## src/rtl/i2ctdf_regs.vh

```
// Operation
// Send-done flag bit 2, resets 1, write-0 clears
// Second-byte flag bit 1, resets 0, write-0 clears
// First-byte flag bit 0, resets 0, write-0 clears
// Read-only first receive byte register
// Shared address: read second byte, write transmit
// Own address bits 7..1, reset 64h, match only
// Control bit 4 enables first-byte interrupt
// Interrupt while any enabled flag stays set
`ifndef I2CTDF_REGS_VH
`define I2CTDF_REGS_VH

// Register offsets
`define I2CTDF_ADDR_OWN 8'he9
`define I2CTDF_ADDR_CTRL 8'hea
`define I2CTDF_ADDR_RX1 8'heb
`define I2CTDF_ADDR_RX2TX 8'hec

// Address register layout
`define I2CTDF_OWN_RST 8'h64
`define I2CTDF_OWN_EN_BIT 0

// Control/status register layout
`define I2CTDF_SEND_DONE_BIT 2
`define I2CTDF_RX2_FLAG_BIT 1
`define I2CTDF_RX1_FLAG_BIT 0
`define I2CTDF_SEND_IE_BIT 6
`define I2CTDF_RX2_IE_BIT 5
`define I2CTDF_RX1_IE_BIT 4
`define I2CTDF_FLAGS_RST 3'h4
`define I2CTDF_IE_RST 3'h0

// Bits per bus byte
`define I2CTDF_BYTE_BITS 4'h8

`endif

```

## src/rtl/i2ctdf_sync.v

```verilog
`timescale 1ns/1ps
module i2ctdf_sync #(
  parameter WIDTH = 2
) (
  input wire clock,
  input wire reset,
  input wire [WIDTH-1:0] async_in,
  output wire [WIDTH-1:0] sync_out
);
  reg [WIDTH-1:0] stage1_ff;
  reg [WIDTH-1:0] stage2_ff;

  // Bus lines idle high, so the chain resets high to avoid a false start
  genvar i;
  generate
    for (i = 0; i < WIDTH; i = i + 1) begin : g_bit
      always @(posedge clock or posedge reset) begin
        if (reset) begin
          stage1_ff[i] <= 1'b1;
          stage2_ff[i] <= 1'b1;
        end else begin
          stage1_ff[i] <= async_in[i];
          stage2_ff[i] <= stage1_ff[i];
        end
      end
    end
  endgenerate

  assign sync_out = stage2_ff;
endmodule // i2ctdf_sync

```

## src/rtl/i2ctdf_top.v

```verilog
// The plain strobed port is this design's own decision.
`timescale 1ns/1ps
`include "i2ctdf_regs.vh"
module i2ctdf_top (
  input wire clock,
  input wire reset,
  input wire [7:0] reg_addr,
  input wire [7:0] reg_wdata,
  input wire reg_wr,
  input wire reg_rd,
  output reg [7:0] reg_rdata,
  output reg irq,
  input wire scl_in,
  input wire sda_in,
  output reg sda_out,
  output reg sda_oe_n
);
  localparam [5:0] ST_IDLE = 6'b000001;
  localparam [5:0] ST_ADDR = 6'b000010;
  localparam [5:0] ST_ACK = 6'b000100;
  localparam [5:0] ST_RX = 6'b001000;
  localparam [5:0] ST_TX = 6'b010000;
  localparam [5:0] ST_TACK = 6'b100000;

  function is_wr;
    input [7:0] off;
    begin
      is_wr = reg_wr && (reg_addr == off);
    end
  endfunction

  ////////////////////////////////////////////////////////////////////////
  // Pin sampling and bus events

  wire [1:0] pins_sync;
  reg scl_d_ff;
  reg sda_d_ff;

  i2ctdf_sync #(.WIDTH(2)) u_sync (
    .clock(clock),
    .reset(reset),
    .async_in({scl_in, sda_in}),
    .sync_out(pins_sync)
  );

  wire scl_s = pins_sync[1];
  wire sda_s = pins_sync[0];
  wire scl_rise = scl_s && !scl_d_ff;
  wire scl_fall = !scl_s && scl_d_ff;
  wire bus_start = scl_s && scl_d_ff && !sda_s && sda_d_ff;
  wire bus_stop = scl_s && scl_d_ff && sda_s && !sda_d_ff;

  always @(posedge clock or posedge reset) begin
    if (reset) begin
      scl_d_ff <= 1'b1;
      sda_d_ff <= 1'b1;
    end else begin
      scl_d_ff <= scl_s;
      sda_d_ff <= sda_s;
    end
  end

  ////////////////////////////////////////////////////////////////////////
  // Registers

  reg [7:0] own_ff;
  reg [2:0] ie_ff;
  reg [2:0] flags_ff;
  reg [7:0] first_receive_byte_ff;
  reg [7:0] second_receive_byte_ff;
  reg [7:0] tx_byte_ff;

  reg [5:0] state_ff;
  reg [5:0] nxt_state;
  reg [3:0] bit_cnt_ff;
  reg [3:0] nxt_bit_cnt;
  reg [7:0] shift_ff;
  reg [7:0] nxt_shift;
  reg rw_ff;
  reg nxt_rw;
  reg byte_idx_ff;
  reg nxt_byte_idx;
  reg drive_low_ff;
  reg nxt_drive_low;
  reg acked_ff;
  reg nxt_acked;
  reg set_rx1;
  reg set_rx2;
  reg set_send;

  wire enabled = own_ff[`I2CTDF_OWN_EN_BIT];
  wire addr_match = (shift_ff[7:1] == own_ff[7:1]);
  wire byte_done = (bit_cnt_ff == `I2CTDF_BYTE_BITS);

  ////////////////////////////////////////////////////////////////////////
  // Bus engine

  always @* begin
    nxt_state = state_ff;
    nxt_bit_cnt = bit_cnt_ff;
    nxt_shift = shift_ff;
    nxt_rw = rw_ff;
    nxt_byte_idx = byte_idx_ff;
    nxt_drive_low = drive_low_ff;
    nxt_acked = acked_ff;
    set_rx1 = 1'b0;
    set_rx2 = 1'b0;
    set_send = 1'b0;
    if (!enabled || bus_stop) begin
      nxt_state = ST_IDLE;
      nxt_drive_low = 1'b0;
    end else if (bus_start) begin
      nxt_state = ST_ADDR;
      nxt_bit_cnt = 4'h0;
      nxt_drive_low = 1'b0;
    end else begin
      case (state_ff)
        ST_IDLE: begin
          nxt_drive_low = 1'b0;
        end
        ST_ADDR, ST_RX: begin
          if (scl_rise && !byte_done) begin
            nxt_shift = {shift_ff[6:0], sda_s};
            nxt_bit_cnt = bit_cnt_ff + 4'h1;
          end else if (scl_fall && byte_done) begin
            if (state_ff == ST_ADDR) begin
              if (addr_match) begin
                nxt_rw = shift_ff[0];
                nxt_byte_idx = 1'b0;
                nxt_drive_low = 1'b1;
                nxt_state = ST_ACK;
              end else begin
                nxt_state = ST_IDLE;
              end
            end else begin
              set_rx1 = !byte_idx_ff;
              set_rx2 = byte_idx_ff;
              nxt_byte_idx = 1'b1;
              nxt_drive_low = 1'b1;
              nxt_state = ST_ACK;
            end
          end
        end
        ST_ACK: begin
          if (scl_fall) begin
            nxt_bit_cnt = 4'h0;
            if (rw_ff) begin
              nxt_shift = {tx_byte_ff[6:0], 1'b0};
              nxt_drive_low = !tx_byte_ff[7];
              nxt_state = ST_TX;
            end else begin
              nxt_drive_low = 1'b0;
              nxt_state = ST_RX;
            end
          end
        end
        ST_TX: begin
          if (scl_rise) begin
            nxt_bit_cnt = bit_cnt_ff + 4'h1;
          end else if (scl_fall) begin
            if (byte_done) begin
              set_send = 1'b1;
              nxt_drive_low = 1'b0;
              nxt_state = ST_TACK;
            end else begin
              nxt_drive_low = !shift_ff[7];
              nxt_shift = {shift_ff[6:0], 1'b0};
            end
          end
        end
        ST_TACK: begin
          // A not-acknowledge ends the read; the bus is left released
          if (scl_rise) begin
            nxt_acked = !sda_s;
          end else if (scl_fall) begin
            if (acked_ff) begin
              nxt_bit_cnt = 4'h0;
              nxt_shift = {tx_byte_ff[6:0], 1'b0};
              nxt_drive_low = !tx_byte_ff[7];
              nxt_state = ST_TX;
            end else begin
              nxt_state = ST_IDLE;
            end
          end
        end
        default: begin
          nxt_state = ST_IDLE;
          nxt_drive_low = 1'b0;
        end
      endcase
    end
  end

  always @(posedge clock or posedge reset) begin
    if (reset) begin
      state_ff <= ST_IDLE;
      bit_cnt_ff <= 4'h0;
      shift_ff <= 8'h00;
      rw_ff <= 1'b0;
      byte_idx_ff <= 1'b0;
      drive_low_ff <= 1'b0;
      acked_ff <= 1'b0;
    end else begin
      state_ff <= nxt_state;
      bit_cnt_ff <= nxt_bit_cnt;
      shift_ff <= nxt_shift;
      rw_ff <= nxt_rw;
      byte_idx_ff <= nxt_byte_idx;
      drive_low_ff <= nxt_drive_low;
      acked_ff <= nxt_acked;
    end
  end

  ////////////////////////////////////////////////////////////////////////
  // Register file

  wire [2:0] set_vec = {set_send, set_rx2, set_rx1};
  wire [2:0] wr_flags = reg_wdata[2:0];
  wire [2:0] wr_ie = reg_wdata[6:4];
  wire wr_ctrl = is_wr(`I2CTDF_ADDR_CTRL);
  // Mask follows the write at once so irq never lags a mask change
  wire [2:0] nxt_ie = wr_ctrl ? wr_ie : ie_ff;
  // Writing 0 clears, writing 1 keeps; a same-cycle hardware set wins
  wire [2:0] nxt_flags = (wr_ctrl ? (flags_ff & wr_flags) : flags_ff)
                         | set_vec;

  always @(posedge clock or posedge reset) begin
    if (reset) begin
      own_ff <= `I2CTDF_OWN_RST;
      ie_ff <= `I2CTDF_IE_RST;
      flags_ff <= `I2CTDF_FLAGS_RST;
      first_receive_byte_ff <= 8'h00;
      second_receive_byte_ff <= 8'h00;
      tx_byte_ff <= 8'h00;
    end else begin
      flags_ff <= nxt_flags;
      if (is_wr(`I2CTDF_ADDR_OWN)) begin
        own_ff <= reg_wdata;
      end
      if (wr_ctrl) begin
        ie_ff <= wr_ie;
      end
      // The data register at the rx1 offset ignores writes
      if (set_rx1) begin
        first_receive_byte_ff <= shift_ff;
      end
      if (set_rx2) begin
        second_receive_byte_ff <= shift_ff;
      end
      if (is_wr(`I2CTDF_ADDR_RX2TX)) begin
        tx_byte_ff <= reg_wdata;
      end
    end
  end

  ////////////////////////////////////////////////////////////////////////
  // Read port, interrupt and pins

  reg [7:0] nxt_rdata;

  always @* begin
    nxt_rdata = 8'h00;
    if (reg_rd) begin
      case (reg_addr)
        `I2CTDF_ADDR_OWN: nxt_rdata = own_ff;
        `I2CTDF_ADDR_CTRL: nxt_rdata = {1'b0, ie_ff, 1'b0, flags_ff};
        `I2CTDF_ADDR_RX1: nxt_rdata = first_receive_byte_ff;
        `I2CTDF_ADDR_RX2TX: nxt_rdata = second_receive_byte_ff;
        default: nxt_rdata = 8'h00;
      endcase
    end
  end

  always @(posedge clock or posedge reset) begin
    if (reset) begin
      reg_rdata <= 8'h00;
      irq <= 1'b0;
      sda_out <= 1'b0;
      sda_oe_n <= 1'b1;
    end else begin
      reg_rdata <= nxt_rdata;
      irq <= |(nxt_flags & nxt_ie);
      sda_out <= 1'b0;
      sda_oe_n <= !nxt_drive_low;
    end
  end
endmodule // i2ctdf_top

```

## config.mk

```make
export PLATFORM = sky130hd
export DESIGN_NAME = i2ctdf_top
export DESIGN_NICKNAME = d
export VERILOG_FILES = /design/src/rtl/i2ctdf_sync.v /design/src/rtl/i2ctdf_top.v
export VERILOG_INCLUDE_DIRS = /design/src /design/src/rtl
export SDC_FILE = /design/constraint.sdc
export NUM_CORES = 1
export LEC_CHECK = 0
export BUFFER_PORTS_ARGS = -buffer_cell sky130_fd_sc_hd__buf_2
export CAP_MARGIN = 20
export CORE_UTILIZATION = 40
export DETAILED_ROUTE_END_ITERATION = 8
export SYNTH_ARGS = -nofsm -noshare
export SYNTH_HDL_FRONTEND = slang
export SYNTH_SLANG_ARGS = --single-unit
```

## constraint.sdc

```tcl
create_clock -name clock -period 2.7 [get_ports clock]
set_input_delay 0.405 -clock clock [delete_from_list [all_inputs] [get_ports clock]]
set_output_delay 0.405 -clock clock [all_outputs]
set_load 0.01 [all_outputs]
```

==> impl_metrics.xml <==
<?xml version="1.0" encoding="UTF-8"?>
<metrics>
  <group name="setup_path">
    <metric name="cp_max_fo" unit="">8</metric>
    <metric name="regToRegSetupSlack" unit="ns">0.13</metric>
    <metric name="r2r_start" unit="">state_ff[0]</metric>
    <metric name="reg2reg_to" unit="">shift_ff[2]</metric>
    <metric name="worst-r2r-cell-count" unit="">6</metric>
    <metric name="worstSetupStartpoint" unit="">state_ff[0]</metric>
    <metric name="cp.arrival" unit="ns">2.80</metric>
    <metric name="critical_path_class" unit="">reg -&gt; reg</metric>
    <metric name="start_kind" unit="">register</metric>
    <metric name="critPathCaptureType" unit="">register</metric>
    <metric name="crit_path_end" unit="">shift_ff[2]</metric>
    <metric name="crit_required" unit="ns">2.93</metric>
  </group>
  <group name="final_layout">
    <metric name="area.sequential" unit="mm^2">0.00192</metric>
    <metric name="area_of_the_multi_input_gates" unit="mm^2">0.00170</metric>
    <metric name="layout-drive-gt1-share" unit="%">34.9</metric>
    <metric name="mostFrequentLayoutCells" unit="">64 x sky130_fd_sc_hd__dfrtp_1, 35 x sky130_fd_sc_hd__mux2_2, 31 x sky130_fd_sc_hd__nand2_1, 31 x sky130_fd_sc_hd__buf_2, 14 x sky130_fd_sc_hd__mux2_4</metric>
    <metric name="fillers" unit="">820</metric>
    <metric name="final_util" unit="%">48.1</metric>
    <metric name="layout.cells.most_common" unit="">sky130_fd_sc_hd__dfrtp_1</metric>
    <metric name="area_delta_synth_final" unit="%">14.2</metric>
    <metric name="antenna_cell_count" unit="">0</metric>
    <metric name="post_route_standard_cell_area_excluding_fillers" unit="mm^2">0.00426</metric>
    <metric name="nets" unit="">377</metric>
  </group>
  <group name="clock_network">
    <metric name="clock_tree.buffer_depth" unit="">2</metric>
    <metric name="worst_skew_late_latency" unit="ns">0.35</metric>
    <metric name="tritoncts" unit="">done</metric>
    <metric name="hold_buffers" unit="">0</metric>
    <metric name="postCtsResizedCells" unit="">0</metric>
    <metric name="clkSinkCount" unit="">76</metric>
    <metric name="cts_inserted_buffers" unit="">9</metric>
    <metric name="worst_setup_hold_path_clk_slew" unit="ns">0.08</metric>
    <metric name="clockRootBuffer" unit="">sky130_fd_sc_hd__clkbuf_8</metric>
    <metric name="post-cts-setup-buffer-count" unit="">0</metric>
    <metric name="cts_max_level" unit="">3</metric>
  </group>
  <group name="sta">
    <metric name="worst_slew_pin_slew" unit="ns">0.797</metric>
    <metric name="min_period_over_period" unit="%">95.0</metric>
    <metric name="rsz0062_at_grt" unit="">false</metric>
    <metric name="finalMaxSlewViolations" unit="">0</metric>
    <metric name="postLayoutSetupSlackWorst" unit="ns">0.134</metric>
    <metric name="timing.final.setup_violations" unit="">0</metric>
    <metric name="fmaxAchievable" unit="GHz">0.390</metric>
    <metric name="finalClockSkew" unit="ns">0.0113</metric>
    <metric name="slew-limit-headroom" unit="%">46.4</metric>
    <metric name="layout_min_cycle_time" unit="ns">2.57</metric>
    <metric name="finalSetupTns" unit="ns">0</metric>
    <metric name="hold_viol" unit="">0</metric>
  </group>
  <group name="detailed_routing">
    <metric name="drc_errors" unit="">0</metric>
    <metric name="route.antenna.remaining_nets" unit="">0</metric>
    <metric name="via_total_after_detailed_routing" unit="">2640</metric>
    <metric name="firstDrtPassIters" unit="">7</metric>
    <metric name="via_per_inst" unit="">5.67</metric>
    <metric name="finalWirelength" unit="um">8350</metric>
    <metric name="dr.first_iter.drc_count" unit="">242</metric>
    <metric name="wire_per_inst" unit="um">17.9</metric>
  </group>
  <group name="synth">
    <metric name="synth_compound_gate_area_share" unit="%">10.7</metric>
    <metric name="post_synth_main_area_contributors" unit="">sky130_fd_sc_hd__dfrtp_1 43%, sky130_fd_sc_hd__mux2_2 11%, sky130_fd_sc_hd__dfstp_2 8.5%</metric>
    <metric name="synth.yosys.warnings" unit="">0</metric>
    <metric name="post_synth.cell_area_avg" unit="um^2">12.0</metric>
    <metric name="synth_fp_nets" unit="">335</metric>
    <metric name="dominant_combinational_cell_family_by_area_after_synthesis" unit="">multiplexers</metric>
    <metric name="netlist_area" unit="mm^2">0.00373</metric>
    <metric name="synth_mux_area_share" unit="%">16.8</metric>
    <metric name="synth.largest_area_cell" unit="">sky130_fd_sc_hd__dfrtp_1</metric>
    <metric name="synthXorXnorAreaFrac" unit="%">2.82</metric>
    <metric name="synthDominantCellAreaShare" unit="%">43.0</metric>
    <metric name="seq_area_frac_synth" unit="%">51.4</metric>
    <metric name="simple_gate_portion_of_the_synthesized_area" unit="%">14.4</metric>
    <metric name="synthArstFlopShare" unit="%">100</metric>
    <metric name="post_synth_fa_ha_maj_area_fraction" unit="%">0.672</metric>
    <metric name="postSynthRegisterBits" unit="">76</metric>
    <metric name="synth_edf_count" unit="">0</metric>
    <metric name="post_synth_inst_count" unit="">311</metric>
    <metric name="dominantRegCellSynth" unit="">sky130_fd_sc_hd__dfrtp_1</metric>
    <metric name="netlist-cell-type-count" unit="">58</metric>
  </group>
  <group name="pwr">
    <metric name="total_power" unit="mW">2.25</metric>
    <metric name="cell_leakage_power" unit="nW">1.94</metric>
    <metric name="ir_worst_vdd" unit="mV">0.344</metric>
    <metric name="powerDensity" unit="mW/mm^2">530</metric>
  </group>
  <group name="grt">
    <metric name="number_of_global_route_vias_before_repair" unit="">2645</metric>
    <metric name="initial_antenna_violation_count" unit="">0</metric>
    <metric name="grt_first_pass_wirelength" unit="um">14000</metric>
    <metric name="globalRoute.totalOverflow" unit="">0</metric>
    <metric name="grt_max_degree" unit="">77</metric>
    <metric name="track_usage" unit="%">18.8</metric>
  </group>
  <group name="place">
    <metric name="buffer_ports.inserted" unit="">31</metric>
    <metric name="dp_hpwl" unit="um">5940</metric>
    <metric name="postPlaceCellArea" unit="mm^2">0.00404</metric>
    <metric name="place.gp.congestion" unit="">0.847</metric>
    <metric name="post-place-ws" unit="ns">0.135</metric>
  </group>
  <group name="die">
    <metric name="die_w" unit="um">98.5</metric>
    <metric name="row_count" unit="">34</metric>
    <metric name="fp.dieArea" unit="mm^2">0.00971</metric>
    <metric name="initial_core_utilization" unit="%">42.1</metric>
    <metric name="die_height" unit="um">98.5</metric>
    <metric name="core" unit="mm^2">0.00885</metric>
    <metric name="ioPinCount" unit="">33</metric>
  </group>
  <group name="run">
    <metric name="maxCapViolCount" unit="">0</metric>
  </group>
  <group name="hold_path">
    <metric name="holdCritPathClass" unit="">in -&gt; async</metric>
  </group>
  <group name="outcome">
    <metric name="status" unit="">finished, final reports clean</metric>
  </group>
</metrics>
-- synth_stat cells, drive strengths merged (6+ instances only) --
library cell and number:
a21oi 12, a222oi 7, buf 6, clkbuf 6, dfrtp 64, dfstp 12
inv 9, mux2 49, nand2 31, nand3 8, nor2 9, nor4 6
o21ai 14, xnor2 10
-- state kept, by name, indices dropped and copies added (netlist names), 2 cells and up --
register	flops
bit_cnt_ff	4
first_receive_byte_ff	8
flags_ff	3
ie_ff	3
own_ff	8
reg_rdata	8
second_receive_byte_ff	8
shift_ff	8
state_ff	6
tx_byte_ff	8
u_sync.stage1_ff	2
u_sync.sync_out	2
-- metrics by stage --
step                hold WS, ns  instances
detailed placement        0.347        450
floorplan                 0.345        311
global placement          0.346        450
global route              0.121        466
CTS                       0.132        466
finish                    0.143        466
-- worst min path at each step --
stage	start	to	slack, ns	cells past startpoint
floorplan	u_sync.stage1_ff[0]	u_sync.sync_out[0]	0.35	0
CTS	scl_in	u_sync.stage1_ff[1]	0.13	1
detailed placement	u_sync.stage1_ff[1]	u_sync.sync_out[1]	0.35	0
global route	scl_in	u_sync.stage1_ff[1]	0.12	1
finish	reset	bit_cnt_ff[2]	0.14	3
global placement	u_sync.stage1_ff[1]	u_sync.sync_out[1]	0.35	0
-- cell type report --
type	instances	share of cell area, %
clock buffers	12	3.41
clock inverters	4	1.70
inverters	9	0.794
multi-input cells	214	39.8
flip-flops and latches	76	45.0
well taps	108	3.17
repair buffers	43	6.06
-- power breakdown --
group / internal, mW / switching, mW
registers: 1.17 / 0.0169
logic: 0.0441 / 0.0627
clock network: 0.545 / 0.419
total: 1.76 / 0.498
-- cells by family (layout without fill, tap and decap cells) --
| logic type | Yosys count | after routing |
|---|---|---|
| fa+ha+maj | 2 | 2 |
| other cells | 1 | 1 |
| mux | 51 | 51 |
| buf+inv | 21 | 68 |
| simple gates | 92 | 92 |
| flops | 76 | 76 |
| compound gates | 56 | 56 |
| xor+xnor | 12 | 12 |
-- metal layers --
| layer | up-vias | share of wire, % | wire [um] | GRT usage, % |
|---|---|---|---|---|
| li1 | 1242 | - | - | - |
| met1 | 1323 | 51 | 4280 | 27.9 |
| met2 | 65 | 43 | 3620 | 27.3 |
| met3 | 10 | 4.0 | 338 | 4.68 |
| met4 | 0 | 1.4 | 117 | 5.63 |
| met5 | - | 0 | 0 | 0 |
-- critical path, stage by stage, from the launching register on --
cell and delay (ns):
sky130_fd_sc_hd__dfstp_2 0.40, sky130_fd_sc_hd__or4_4 0.55, sky130_fd_sc_hd__nor4b_1 0.30, sky130_fd_sc_hd__a31oi_1 0.07, sky130_fd_sc_hd__buf_4 0.17, sky130_fd_sc_hd__nor4_4 0.55
sky130_fd_sc_hd__mux2_2 0.41
No activity file was read; power rests on OpenSTA's default activity.
